--- config.mk ---
export PLATFORM = sky130hd
export DESIGN_NAME = seep_ctrl
export DESIGN_NICKNAME = d
export VERILOG_FILES = /design/src/seep_pkg.sv /design/src/seep_shift_if.sv /design/src/seep_ctrl.sv /design/src/seep_shift.sv /design/src/seep_sync.sv
export SDC_FILE = /design/constraint.sdc
export NUM_CORES = 1
export LEC_CHECK = 0
export BUFFER_PORTS_ARGS = -buffer_cell sky130_fd_sc_hd__buf_2
export CAP_MARGIN = 20
export CORE_ASPECT_RATIO = 0.6
export CORE_UTILIZATION = 57
export DETAILED_ROUTE_END_ITERATION = 8
export GPL_TIMING_DRIVEN = 0
export PLACE_DENSITY = 0.8
export SYNTH_ARGS = -nofsm -noshare
export SYNTH_HDL_FRONTEND = slang
export SYNTH_SLANG_ARGS = --single-unit
--- constraint.sdc ---
create_clock -name clk_i -period 2.55 [get_ports clk_i]
set_input_delay 0.51 -clock clk_i [delete_from_list [all_inputs] [get_ports clk_i]]
set_output_delay 0.51 -clock clk_i [all_outputs]
set_load 0.03 [all_outputs]
--- src/seep_pkg.sv ---
// Constants shared by the serial EEPROM command controller and its helpers.
// Assumes a single 50 MHz clock and a three-wire serial EEPROM with byte cells.
package seep_pkg;

    ////////////////////////////////////////////////////////////////////////////
    // Register map, byte addresses on the register bus.
    localparam logic [7:0] ADDR_CMD  = 8'hb0;
    localparam logic [7:0] ADDR_DATA = 8'hb4;
    localparam logic [7:0] ADDR_STAT = 8'hb8;
    localparam logic [7:0] ADDR_MASK = 8'hbc;

    // Field positions inside the command register.
    localparam int CMD_PEND_BIT   = 31;
    localparam int CMD_OP_LSB     = 28;
    localparam int CMD_TO_BIT     = 9;
    localparam int CMD_LOADED_BIT = 8;

    // Event bits of the status and mask registers.
    localparam int IRQ_DONE   = 0;
    localparam int IRQ_TO     = 1;
    localparam int IRQ_LDFAIL = 2;
    localparam int IRQ_W      = 3;

    // Reset values of the software fields.
    localparam logic [7:0]       DATA_RST = 8'h00;
    localparam logic [IRQ_W-1:0] MASK_RST = 3'h0;

    // Station address load.
    localparam logic [7:0] RELOAD_SIG    = 8'ha5;
    localparam int         STATION_BYTES = 6;

    ////////////////////////////////////////////////////////////////////////////
    // Timing, derived from the clock period.
    localparam int CLK_PERIOD_NS = 20;
    localparam int TIMEOUT_MS    = 30;
    localparam int TIMEOUT_CYC   = TIMEOUT_MS * 1000000 / CLK_PERIOD_NS;
    localparam int SK_HALF_NS    = 500;
    localparam int SK_HALF_CYC   = (SK_HALF_NS + CLK_PERIOD_NS - 1) / CLK_PERIOD_NS;
    localparam int GAP_CYC       = 2 * SK_HALF_CYC;

    ////////////////////////////////////////////////////////////////////////////
    // Serial frame layout: start bit, two opcode bits, address, data.
    localparam int         FRAME_W    = 19;
    localparam logic [4:0] LEN_SHORT  = 5'd11;
    localparam logic [4:0] LEN_LONG   = 5'd19;
    localparam logic [1:0] MW_EXT     = 2'b00;
    localparam logic [1:0] MW_WRITE   = 2'b01;
    localparam logic [1:0] MW_READ    = 2'b10;
    localparam logic [1:0] MW_ERASE   = 2'b11;
    localparam logic [7:0] EXT_LOCK   = 8'h00;
    localparam logic [7:0] EXT_FILL   = 8'h40;
    localparam logic [7:0] EXT_BULK   = 8'h80;
    localparam logic [7:0] EXT_UNLOCK = 8'hc0;

    // Operation codes in the order of their field encoding.
    typedef enum logic [2:0] {
        OP_READ, OP_LOCK, OP_UNLOCK, OP_WRITE, OP_FILL, OP_ERASE, OP_BULK, OP_RELOAD
    } seep_op_e;

endpackage

--- src/seep_shift_if.sv ---
// Interface between the command controller and the serial shift engine.
// Assumes both ends run on the same clock.
`timescale 1ns/1ps
interface seep_shift_if;
    logic                       start;
    logic [seep_pkg::FRAME_W-1:0] tx_bits;
    logic [4:0]                 tx_len;
    logic                       miso;
    logic                       done;
    logic [7:0]                 rx_byte;
    logic                       sk;
    logic                       cs;
    logic                       di;

    modport ctrl (output start, tx_bits, tx_len, miso, input done, rx_byte, sk, cs, di);
    modport eng  (input start, tx_bits, tx_len, miso, output done, rx_byte, sk, cs, di);
endinterface

--- src/seep_ctrl.sv ---
// Serial EEPROM command controller with a classic Wishbone register slave.
// Assumes one clock, a synchronous reset and an EEPROM on plain pins.
//
// Summary of operation
// - Writing one to bit 31 of the command register starts the coded operation at the cell index.
// - The pending bit stays set for the whole operation and clears only when it has finished.
// - When a read clears the pending bit, the fetched byte is already in the byte register.
// - A program cycle with no EEPROM attached keeps pending set until the timeout, then clears.
// - After reset the pending bit reads set while the station address loads automatically.
// - The pending bit clears once the automatic station-address load finishes or is abandoned.
// - The op code decodes as read, lock, unlock, write, fill all, erase, bulk erase, reload.
// - The pending bit and the op code field read zero after reset, apart from the auto load.
// - When a write, fill, erase or bulk erase gets no ready response within 30 ms the controller idles and sets the timeout flag.
// - The EEPROM cell is addressed by the 8-bit index in bits 7 to 0 of the command register.
// - The low byte of the byte register holds the byte read from or written to the EEPROM.
// - A reload fails, leaving the station id unloaded, unless cell zero holds 0xa5.
//
// Local design decision: the Wishbone slave port.
`timescale 1ns/1ps
module seep_ctrl #(
    parameter int TIMEOUT_CYC = seep_pkg::TIMEOUT_CYC
) (
    input  wire logic        clk_i,
    input  wire logic        rst_i,
    input  wire logic        wb_cyc_i,
    input  wire logic        wb_stb_i,
    input  wire logic        wb_we_i,
    input  wire logic [7:0]  wb_adr_i,
    input  wire logic [3:0]  wb_sel_i,
    input  wire logic [31:0] wb_dat_i,
    output logic      [31:0] wb_dat_o,
    output logic             wb_ack_o,
    output logic             irq_o,
    output logic             ee_cs_o,
    output logic             ee_sk_o,
    output logic             ee_di_o,
    input  wire logic        ee_do_i,
    output logic      [47:0] station_id_o,
    output logic             station_id_loaded_o
);
    if (TIMEOUT_CYC < 2 || TIMEOUT_CYC > 16777215)
    begin : g_chk
        $error("seep_ctrl: TIMEOUT_CYC out of range");
    end

    ////////////////////////////////////////////////////////////////////////////
    // State.
    typedef enum logic [1:0] {C_IDLE, C_SHIFT, C_GAP, C_POLL} seep_ctl_e;
    typedef struct packed {
        seep_ctl_e                     st;
        logic                          pend;
        seep_pkg::seep_op_e            op;
        logic [7:0]                    addr;
        logic [7:0]                    data;
        logic                          to_flag;
        logic                          loaded;
        logic                          auto_ld;
        logic [2:0]                    step;
        logic [47:0]                   station;
        logic [23:0]                   cnt;
        logic [seep_pkg::IRQ_W-1:0]    stat;
        logic [seep_pkg::IRQ_W-1:0]    mask;
        logic                          ack;
        logic [31:0]                   rdat;
        logic                          irq;
        logic                          cs;
        logic                          sk;
        logic                          di;
        logic                          start;
        logic [seep_pkg::FRAME_W-1:0]  tx;
        logic [4:0]                    len;
    } seep_ctl_s;

    seep_ctl_s    q;
    seep_ctl_s    d;
    seep_shift_if sh();
    logic         do_s;
    logic         hit_w;
    logic         wr_w;
    logic         go_w;
    logic         rel_w;
    logic [5:0]   adr_w;

    ////////////////////////////////////////////////////////////////////////////
    // Helpers.
    seep_sync #(
        .W (1)
    ) u_sync (
        .clk_i (clk_i),
        .rst_i (rst_i),
        .d_i   (ee_do_i),
        .q_o   (do_s)
    );

    seep_shift #(
        .HALF_CYC (seep_pkg::SK_HALF_CYC)
    ) u_shift (
        .clk_i (clk_i),
        .rst_i (rst_i),
        .sh    (sh)
    );

    assign sh.start   = q.start;
    assign sh.tx_bits = q.tx;
    assign sh.tx_len  = q.len;
    assign sh.miso    = do_s;

    // Builds {length, frame} for one operation; short frames still carry dt in the unused trailing bits.
    function automatic logic [23:0] frame(input seep_pkg::seep_op_e op,
                                          input logic [7:0] a,
                                          input logic [7:0] dt);
        logic [1:0] mw;
        logic [7:0] fa;
        logic [4:0] n;
        mw = seep_pkg::MW_EXT;
        fa = a;
        n  = seep_pkg::LEN_SHORT;
        case (op)
            seep_pkg::OP_READ:   begin mw = seep_pkg::MW_READ;  n = seep_pkg::LEN_LONG; end
            seep_pkg::OP_WRITE:  begin mw = seep_pkg::MW_WRITE; n = seep_pkg::LEN_LONG; end
            seep_pkg::OP_ERASE:  mw = seep_pkg::MW_ERASE;
            seep_pkg::OP_LOCK:   fa = seep_pkg::EXT_LOCK;
            seep_pkg::OP_UNLOCK: fa = seep_pkg::EXT_UNLOCK;
            seep_pkg::OP_FILL:   begin fa = seep_pkg::EXT_FILL; n = seep_pkg::LEN_LONG; end
            default:             fa = seep_pkg::EXT_BULK;
        endcase
        return {n, 1'b1, mw, fa, dt};
    endfunction

    ////////////////////////////////////////////////////////////////////////////
    // Bus decode. Writes land at the edge where ack is seen high, as the master expects.
    assign hit_w = wb_cyc_i && wb_stb_i;
    assign wr_w  = hit_w && wb_we_i && q.ack;
    assign adr_w = wb_adr_i[7:2];
    assign go_w  = wr_w && (adr_w == seep_pkg::ADDR_CMD[7:2]) && !q.pend && wb_sel_i[3]
                   && wb_dat_i[seep_pkg::CMD_PEND_BIT];
    assign rel_w = q.auto_ld || (q.op == seep_pkg::OP_RELOAD);

    // Next-state logic for bus, registers and the command sequencer.
    always_comb
    begin
        logic [23:0]                fr;
        logic                       fin;
        logic [seep_pkg::IRQ_W-1:0] set;
        logic [seep_pkg::IRQ_W-1:0] clr;
        seep_pkg::seep_op_e         nop;
        logic [7:0]                 nadr;
        d     = q;
        fr    = 24'h0;
        fin   = 1'b0;
        set   = '0;
        clr   = '0;
        nop   = q.op;
        nadr  = q.addr;
        d.start = 1'b0;
        d.ack   = hit_w && !q.ack;

        // Read mux; unmapped words read zero and are still acknowledged.
        d.rdat = 32'h0;
        if (adr_w == seep_pkg::ADDR_CMD[7:2])
            d.rdat = {q.pend, q.op, 18'h0, q.to_flag, q.loaded, q.addr};
        else if (adr_w == seep_pkg::ADDR_DATA[7:2])
            d.rdat = {24'h0, q.data};
        else if (adr_w == seep_pkg::ADDR_STAT[7:2])
            d.rdat = {29'h0, q.stat};
        else if (adr_w == seep_pkg::ADDR_MASK[7:2])
            d.rdat = {29'h0, q.mask};

        // Register writes. Command and byte register are frozen while busy.
        if (wr_w && adr_w == seep_pkg::ADDR_CMD[7:2] && !q.pend)
        begin
            if (wb_sel_i[3])
                nop = seep_pkg::seep_op_e'(wb_dat_i[30:28]);
            if (wb_sel_i[0])
                nadr = wb_dat_i[7:0];
            d.op   = nop;
            d.addr = nadr;
        end
        if (wr_w && adr_w == seep_pkg::ADDR_DATA[7:2] && !q.pend && wb_sel_i[0])
            d.data = wb_dat_i[7:0];
        if (wr_w && adr_w == seep_pkg::ADDR_STAT[7:2] && wb_sel_i[0])
            clr = wb_dat_i[seep_pkg::IRQ_W-1:0];
        if (wr_w && adr_w == seep_pkg::ADDR_MASK[7:2] && wb_sel_i[0])
            d.mask = wb_dat_i[seep_pkg::IRQ_W-1:0];

        // Sequencer. A reload reads the signature cell, then the six station bytes.
        case (q.st)
            C_IDLE:
            if (q.auto_ld || go_w)
            begin
                d.pend    = 1'b1;
                d.to_flag = 1'b0;
                d.step    = 3'h0;
                d.st      = C_SHIFT;
                d.start   = 1'b1;
                if (q.auto_ld || nop == seep_pkg::OP_RELOAD)
                begin
                    d.loaded = 1'b0;
                    fr = frame(seep_pkg::OP_READ, 8'h00, 8'h00);
                end
                else
                    fr = frame(nop, nadr, (nop == seep_pkg::OP_READ) ? 8'h00 : q.data);
            end
            C_SHIFT:
            if (sh.done)
            begin
                if (rel_w && q.step == 3'h0 && sh.rx_byte != seep_pkg::RELOAD_SIG)
                begin
                    fin = 1'b1;
                    set[seep_pkg::IRQ_LDFAIL] = 1'b1;
                end
                else if (rel_w)
                begin
                    if (q.step != 3'h0)
                        d.station = {sh.rx_byte, q.station[47:8]};
                    if (q.step == 3'(seep_pkg::STATION_BYTES))
                    begin
                        d.loaded = 1'b1;
                        fin      = 1'b1;
                    end
                    else
                    begin
                        d.step  = 3'(q.step + 3'h1);
                        d.start = 1'b1;
                        fr = frame(seep_pkg::OP_READ, {5'h0, d.step}, 8'h00);
                    end
                end
                else if (q.op == seep_pkg::OP_READ)
                begin
                    d.data = sh.rx_byte;
                    fin    = 1'b1;
                end
                else if (q.op == seep_pkg::OP_WRITE || q.op == seep_pkg::OP_FILL ||
                         q.op == seep_pkg::OP_ERASE || q.op == seep_pkg::OP_BULK)
                begin
                    d.st  = C_GAP;
                    d.cnt = 24'h0;
                end
                else
                    fin = 1'b1;
            end
            C_GAP:
            begin
                // Chip select low between frame and ready poll lets the EEPROM start.
                d.cnt = 24'(q.cnt + 24'h1);
                if (q.cnt == 24'(seep_pkg::GAP_CYC - 1))
                begin
                    d.st  = C_POLL;
                    d.cnt = 24'h0;
                end
            end
            C_POLL:
            begin
                // A missing part leaves the line low, so only the timeout ends the wait.
                d.cnt = 24'(q.cnt + 24'h1);
                if (do_s)
                    fin = 1'b1;
                else if (q.cnt == 24'(TIMEOUT_CYC - 1))
                begin
                    d.to_flag = 1'b1;
                    set[seep_pkg::IRQ_TO] = 1'b1;
                    fin = 1'b1;
                end
            end
            default: d.st = C_IDLE;
        endcase

        if (d.start)
            {d.len, d.tx} = fr;
        if (fin)
        begin
            d.pend    = 1'b0;
            d.auto_ld = 1'b0;
            d.st      = C_IDLE;
            set[seep_pkg::IRQ_DONE] = 1'b1;
        end

        // Sticky events: a new event beats a clear in the same cycle.
        d.stat = (q.stat & ~clr) | set;
        d.irq  = |(d.stat & d.mask);
        d.cs   = sh.cs || (q.st == C_POLL);
        d.sk   = sh.sk;
        d.di   = sh.di;
    end

    // State register; reset starts the automatic station load with the op field zero.
    always_ff @(posedge clk_i)
    begin
        if (rst_i)
        begin
            q         <= '0;
            q.pend    <= 1'b1;
            q.auto_ld <= 1'b1;
            q.data    <= seep_pkg::DATA_RST;
            q.mask    <= seep_pkg::MASK_RST;
        end
        else
            q <= d;
    end

    assign wb_dat_o            = q.rdat;
    assign wb_ack_o            = q.ack;
    assign irq_o               = q.irq;
    assign ee_cs_o             = q.cs;
    assign ee_sk_o             = q.sk;
    assign ee_di_o             = q.di;
    assign station_id_o        = q.station;
    assign station_id_loaded_o = q.loaded;
endmodule

--- src/seep_shift.sv ---
// Serial shift engine: clocks one framed command out, samples the return line.
// Assumes the return line is already synchronised and frames are MSB aligned.
`timescale 1ns/1ps
module seep_shift #(
    parameter int HALF_CYC = seep_pkg::SK_HALF_CYC
) (
    input wire logic   clk_i,
    input wire logic   rst_i,
    seep_shift_if.eng  sh
);
    if (HALF_CYC < 1 || HALF_CYC > 65535)
    begin : g_chk
        $error("seep_shift: HALF_CYC out of range");
    end

    typedef enum logic [1:0] {SH_IDLE, SH_LOW, SH_HIGH} seep_sh_e;
    typedef struct packed {
        seep_sh_e                     st;
        logic [15:0]                  div;
        logic [4:0]                   left;
        logic [seep_pkg::FRAME_W-1:0] sreg;
        logic [7:0]                   rx;
        logic                         sk;
        logic                         cs;
        logic                         di;
        logic                         done;
    } seep_sh_s;

    seep_sh_s q;
    seep_sh_s d;
    logic     half_w;

    assign half_w = (q.div == 16'(HALF_CYC - 1));

    // Each bit is a low half then a high half; data changes while the clock is low.
    // Bits past the frame shift out as zero, so reads simply extend the length.
    always_comb
    begin
        d      = q;
        d.done = 1'b0;
        d.div  = half_w ? 16'h0 : 16'(q.div + 16'h1);
        case (q.st)
            SH_IDLE:
            begin
                d.div = 16'h0;
                if (sh.start)
                begin
                    d.st   = SH_LOW;
                    d.cs   = 1'b1;
                    d.sreg = sh.tx_bits;
                    d.di   = sh.tx_bits[seep_pkg::FRAME_W-1];
                    d.left = sh.tx_len;
                end
            end
            SH_LOW:
            if (half_w)
            begin
                d.st = SH_HIGH;
                d.sk = 1'b1;
            end
            SH_HIGH:
            if (half_w)
            begin
                d.sk   = 1'b0;
                d.rx   = {q.rx[6:0], sh.miso};
                d.sreg = {q.sreg[seep_pkg::FRAME_W-2:0], 1'b0};
                d.di   = q.sreg[seep_pkg::FRAME_W-2];
                d.left = 5'(q.left - 5'h1);
                d.st   = SH_LOW;
                if (q.left == 5'h1)
                begin
                    d.st   = SH_IDLE;
                    d.cs   = 1'b0;
                    d.di   = 1'b0;
                    d.done = 1'b1;
                end
            end
            default: d.st = SH_IDLE;
        endcase
    end

    // State register.
    always_ff @(posedge clk_i)
    begin
        if (rst_i)
            q <= '0;
        else
            q <= d;
    end

    assign sh.done    = q.done;
    assign sh.rx_byte = q.rx;
    assign sh.sk      = q.sk;
    assign sh.cs      = q.cs;
    assign sh.di      = q.di;
endmodule

--- src/seep_sync.sv ---
// Two-flop synchroniser for levels arriving from pins.
// Assumes the destination clock is clk_i; the first stage feeds only the second.
`timescale 1ns/1ps
module seep_sync #(
    parameter int W = 1
) (
    input  wire logic         clk_i,
    input  wire logic         rst_i,
    input  wire logic [W-1:0] d_i,
    output logic      [W-1:0] q_o
);
    typedef struct packed {
        logic [W-1:0] s1;
        logic [W-1:0] s2;
    } seep_sync_s;

    seep_sync_s q;
    seep_sync_s d;

    // Shift the pin level through both stages.
    always_comb
    begin
        d    = q;
        d.s1 = d_i;
        d.s2 = q.s1;
    end

    // State register.
    always_ff @(posedge clk_i)
    begin
        if (rst_i)
            q <= '0;
        else
            q <= d;
    end

    assign q_o = q.s2;
endmodule

* Word-level counts from Yosys, hierarchy flattened
Index checks and enable logic that the tools add are counted.
Word-level totals: register bits after elaboration 223, output and inout bits 86, input port bits 50
Operators by class: bitwise logic cells 7, reduce and logical (&&, ||, !) cells 59, add/subtract/negate cells 4, mux-type cells 93, equality and inequality tests 43
Operators with widths (count):
- 24-bit two-way mux | 11
- 75-bit two-way mux | 2
- 24-bit case mux with 2 select lines | 2
- 8-bit two-way mux | 10
- 24-bit case mux with 3 select lines | 1
- 51-bit two-way mux | 1
- 48-bit two-way mux | 1
- 36-bit two-way mux | 1
- 32-bit two-way mux | 1
- 8-bit case mux with 4 select lines | 1
- 1-bit two-way mux | 30
- 3-bit two-way mux | 10
- 2-bit inequality test, second input constant | 13
- 24-bit by 1-bit adder with 24-bit output, second input constant | 1
- 24-bit by 21-bit == test with 1-bit output, second input constant | 1
- 24-bit by 6-bit == test with 1-bit output, second input constant | 1
- 3-bit == test, second input constant | 8
- 6-bit == test, second input constant | 4
- 2-bit two-way mux | 11
- 2-bit case mux with 3 select lines | 3
- 1-bit logical AND | 17
- 16-bit by 1-bit adder with 16-bit output, second input constant | 1
- 16-bit by 5-bit == test with 1-bit output, second input constant | 1
- 3-bit OR reduction | 5
- other kinds (32) | 69

* Longest topological paths before layout
depth after elaboration 14, gate-level depth with buffers 10

* Modules after synthesis
Synthesis repeated with hierarchy kept, for this count alone.
Unflattened totals: cell total of the unflattened synthesis 1124, area total of the unflattened synthesis 9806.9 um^2
Modules (own cells, without submodules):
- seep_ctrl | area an instance 6991.7 um^2, cells an instance 803, times used 1
- seep_shift | area an instance 2762.6 um^2, cells an instance 317, times used 1
- seep_sync | area an instance 52.6 um^2, cells an instance 4, times used 1

* Worst setup path before layout
No wires, ideal clock.
path kind input -> register, start input port wb_adr_i[3], end register q (netlist bit station_id_loaded_o), path slack 0.282 ns, setup time 0.128 ns, buffers on the path 2, stages on the path 8, arrival 2.141 ns, path through buf_2 > nor3_4 > and4_4 > buf_6 > mux2_4 > a2111oi_4 > mux2i_1 > nor2_1
On the way: cells in the longest elaborated chain, start to end 8
RTL lines:
- start, declared | RTL line seep_ctrl.sv:28 | input wire logic [7:0] wb_adr_i,
- 6-bit == test (*) | RTL line seep_ctrl.sv:135, seep_ctrl.sv:170
- 1-bit logical AND (*) (2 in series) | RTL line seep_ctrl.sv:135, seep_ctrl.sv:170
- 3-bit two-way mux / 1-bit logical AND (equally long branches) | RTL line seep_ctrl.sv:170, seep_ctrl.sv:135
- 3-bit == test / 1-bit logical AND (equally long branches) | RTL line seep_ctrl.sv:196, seep_ctrl.sv:136
- 1-bit logical OR (on tied branches) | RTL line seep_ctrl.sv:196, seep_ctrl.sv:189
- 2-bit inequality test (no source line)
- 7-bit AND reduction (no source line) (*)
- end, declared | RTL line seep_ctrl.sv:74 | seep_ctl_s q;
Mark *: on every way between the ends. The rest lies on a longest branch, timed or not. A chain may end at the register's enable or synchronous reset.

* Final worst setup path
start register u_shift.q (netlist bit u_shift.sh.rx_byte[2]), end register q (netlist bit irq_o)
On the way: cells in the longest elaborated chain, start to end 9
RTL lines:
- start, declared | RTL line seep_shift.sv:29 | seep_sh_s q;
- start signal, assigned | RTL line seep_shift.sv:86 | q <= '0;
- start signal, assigned | RTL line seep_shift.sv:88 | q <= d;
- 8-bit inequality test (*) | RTL line seep_ctrl.sv:207 | if (rel_w && q.step == 3'h0 && sh.rx_byte != seep_pkg::RELOAD_SIG)
- 1-bit logical AND (*) | RTL line seep_ctrl.sv:207
- 1-bit two-way mux | RTL line seep_ctrl.sv:207
- 1-bit two-way mux | RTL line seep_ctrl.sv:205 | if (sh.done)
- 1-bit case mux with 2 select lines | RTL line seep_ctrl.sv:187 | case (q.st)
- 1-bit two-way mux | RTL line seep_ctrl.sv:270 | if (fin)
- 3-bit bitwise OR (*) | RTL line seep_ctrl.sv:279 | d.stat = (q.stat & ~clr) | set;
- 3-bit bitwise AND (*) | RTL line seep_ctrl.sv:280 | d.irq = |(d.stat & d.mask);
- 3-bit OR reduction (*) | RTL line seep_ctrl.sv:280
Marked as above.

==> results by group <==
Status
  – Outcome: finished, final reports clean

Worst setup path
  – Crit-path cells: nor4bb_1, a21oi_1, nand2b_1, a211oi_1, nand2_1, a22o_1
  – Crit path launch type: register
  – Slowest stage cell, crit path: a211oi_1
  – Cells on worst reg2reg path: 6
  – Levels on crit path: 6
  – CP top delay family: compound AO/OA/AOI/OAI gates
  – Setup Crit Path Kind: register to register
  – Crit path buf inv count: 0
  – Worst setup EP type: register
  – Slowest Stage Delay on Critical Path: 0.64 ns
  – Data arrival, critical path: 2.74 ns
  – Worst-path fanout max: 5
  – Req. time, crit path: 2.94 ns

Clock network
  – CTS tree: done
  – Htree depth: 1
  – Clk sink count: 202
  – Latest clock arrival within the worst-skew pair: 0.49 ns
  – Num CTS Buffers: 19
  – Hold Buf Count CTS: 0
  – Post-CTS setup buffer count: 0
  – Reg clk slew, reported paths: 0.07 ns
  – Maximum root-to-sink buffer count: 3
  – Resized cells post-CTS: 0
  – Clk root buf: clkbuf_16

Pwr
  – Pint: 0.00506 W
  – Combinational Power Share: 13.8%
  – P_leak: 4.33 nW
  – PwrDens: 670 nW/µm²
  – Peak supply drop: 0.000555 V
  – Sequential share of power: 47.7%
  – Sw Share: 27.6%
  – Switching power: 0.00193 W
  – Clock share of power: 38.5%

Timing
  – TNS Setup: 0 ns
  – Minimum clock period: 2.36 ns
  – Slew @ Worst Pin: 0.875 ns
  – FMAX: 0.424 GHz
  – Final Hold Fails: 0
  – Unrepaired setup endpoints after global routing: false
  – Max-slew violation count: 0
  – Worst Setup Slack, final: 0.191 ns
  – Layout Skew: 0.0218 ns
  – Final setup viols: 0
  – Final period util: 92.5%
  – Max_slew headroom: 41.7%

Final layout
  – Synth-to-layout area growth: 14.8%
  – Nets: 1251
  – Share of layout cells above drive strength 1: 19.8%
  – Final core occ: 67.4%
  – Fillers: 1257

Die
  – Die ar.: 16500 µm²
  – Initial Util: 58.8%
  – Die width: 165 µm
  – Die height: 99.8 µm
  – Row count: 35
  – Num ports: 136
  – Core footprint: 15500 µm²

Yosys
  – Distinct cells, synth: 64
  – Seq/Total Area, Yosys: 44.5%
  – Post-synthesis register bit count: 202
  – Synthesized cell area: 9080 µm²
  – Synthesis Warnings: 0
  – Top FF cell, synth: dfxtp_1
  – Post-synth EDFFs: 0
  – Synthesized instance count: 1060
  – Syn Area/Cell: 8.57 µm²
  – Ys async rst share: 0%

Run
  – Max Cap Violations: 0

Global routing
  – Vias in the first global route: 6840
  – Antenna violations before repair: 1
  – Largest net degree at the start of global routing: 17
  – First-pass GRT wire length: 35600 µm
  – GR Overflow Total: 0
  – GRT Overall Usage: 27.4%

Drt
  – Routed length per instance: 16.0 µm
  – Via Count: 7635
  – Antenna-violating nets left: 0
  – Iter 0 DRT Violations: 738
  – DRT Wirelength: 22400 µm
  – Drt pass-1 iters: 5
  – Drt drc: 0
  – Routed vias/inst: 5.46

Place
  – Detailed placement HPWL: 16500 µm
  – Gpl congestion: 0.889
  – Pre-CTS setup slack: 0.0366 ns
  – Port buffer count: 88

Worst hold path
  – HP Class: primary input to register
  – Hold path cells: 2
[metal layers]
layer | GRT usage (%) | wire length, µm | up-vias
li1 | - | - | 3750
met1 | 43.7 | 11300 | 3582
met2 | 38.1 | 8930 | 272
met3 | 5.00 | 1810 | 31
met4 | 5.01 | 373 | 0
met5 | 0 | 0 | -
[registers in the layout, summed over array words and instances (netlist names), 3 cells and up]
register            cells
station_id_o           48
sh.tx_len               3
wb_dat_o               14
u_shift.sh.rx_byte      8
sh.tx_bits             18
u_shift.q              41
q                      57
[cell usage after synthesis (4+ instances only)]
cell type  instances  share of area [%]
a21oi_1          114                6.3
a22o_1             9               0.87
a22oi_1           20                1.7
a31oi_1            4               0.28
and2_1            10               0.69
and3_1            17                1.2
and4_1             7               0.67
buf_2             16               0.88
buf_4             80                6.6
buf_6              4               0.50
clkbuf_1          36                1.5
dfxtp_1          202                 45
ha_1              16                2.2
inv_1             16               0.66
mux2i_1           27                3.0
nand2_1          175                7.2
nand2b_1           5               0.34
nand3_1           23                1.3
nand3b_1           4               0.33
nand4_1           15                1.0
nor2_1           110                4.5
nor2b_1           10               0.69
nor3_1            13               0.72
nor3b_1            5               0.41
nor4_1             5               0.34
o21ai_0           14               0.77
o21ai_1            6               0.33
or3_1              6               0.41
xnor2_1           13                1.3
xor2_1            26                2.5
[worst register-to-register path, stage by stage, from the launching register on]
cell      delay [ns]
dfxtp_1         0.41
nor4bb_1        0.36
a21oi_1         0.25
nand2b_1        0.24
a211oi_1        0.64
nand2_1         0.12
a22o_1          0.24
[layout by cell type (no fill, tap or decap), types with 5 or more instances in the layout]
cell type and n:
dfxtp_1 202, nand2_1 175, a21oi_1 114, nor2_1 110, buf_2 104, buf_4 80, clkbuf_1 37, mux2i_1 27
xor2_1 26, nand3_1 23, a22oi_1 20, clkbuf_16 19, conb_1 18, and3_1 17, inv_1 16, ha_1 16
nand4_1 15, o21ai_0 14, xnor2_1 13, nor3_1 12, and2_1 10, nor2b_1 10, a22o_1 9, and4_1 7
o21ai_1 6, or3_1 6, nand2b_1 5, nor4_1 5
[path summary, 6_finish.rpt]
path	start	to	slack, ns
hold reg to reg	u_sync.d[0]	u_sync.q_o	0.44
setup / recovery	u_shift.sh.rx_byte[2]	irq_o	0.19
hold / removal	ee_do_i	u_sync.d[0]	0.25
setup reg to reg	u_shift.sh.rx_byte[2]	irq_o	0.19
[per-stage QoR]
step                area, µm²  hold slack, ns  instances  total power, W
floorplan                9150           0.414       1077         0.00409
global placement         9840           0.422       1368         0.00432
detailed placement       9840           0.424       1368         0.00434
CTS                     10400           0.247       1398         0.00699
global route            10400           0.273       1398         0.00723
finish                  10400           0.252       1398         0.00698
[power by group through the flow]
stage / sequential, W / combinational (W) / clock [W]
floorplan: 0.00339 / 0.000698 / 0
global route: 0.00334 / 0.00106 / 0.00283
CTS: 0.00333 / 0.000950 / 0.00271
finish: 0.00333 / 0.000965 / 0.00269
detailed placement: 0.00340 / 0.000939 / 0
global placement: 0.00339 / 0.000924 / 0
[area by class of cell]
cell class / count / area, µm² / share of cell area, %
clock inverters: 8 / 76.3 / 0.732
diodes: 1 / 2.50 / 0.0240
inverters: 16 / 60.1 / 0.576
well taps: 203 / 254 / 2.44
flip-flops and latches: 202 / 4040 / 38.8
multi-input cells: 720 / 4180 / 40.1
plain buffers: 138 / 870 / 8.34
repair buffers: 88 / 440 / 4.22
clock buffers: 22 / 497 / 4.76
[cell families (layout without fill, tap and decap cells)]
logic type / Yosys count / after routing / synth area share (%)
and+or+nand+nor: 427 / 427 / 22.3
muxes: 32 / 32 / 4.01
other: 1 / 19 / 0.0413
xor gates and xnor gates: 39 / 39 / 3.76
adders and majority gates: 17 / 17 / 2.31
AOI/OAI and AO/OA: 187 / 187 / 12.8
DFF: 202 / 202 / 44.5
buffers and inverters: 155 / 272 / 10.3
Note: power is estimated with default switching activity, not from simulation.
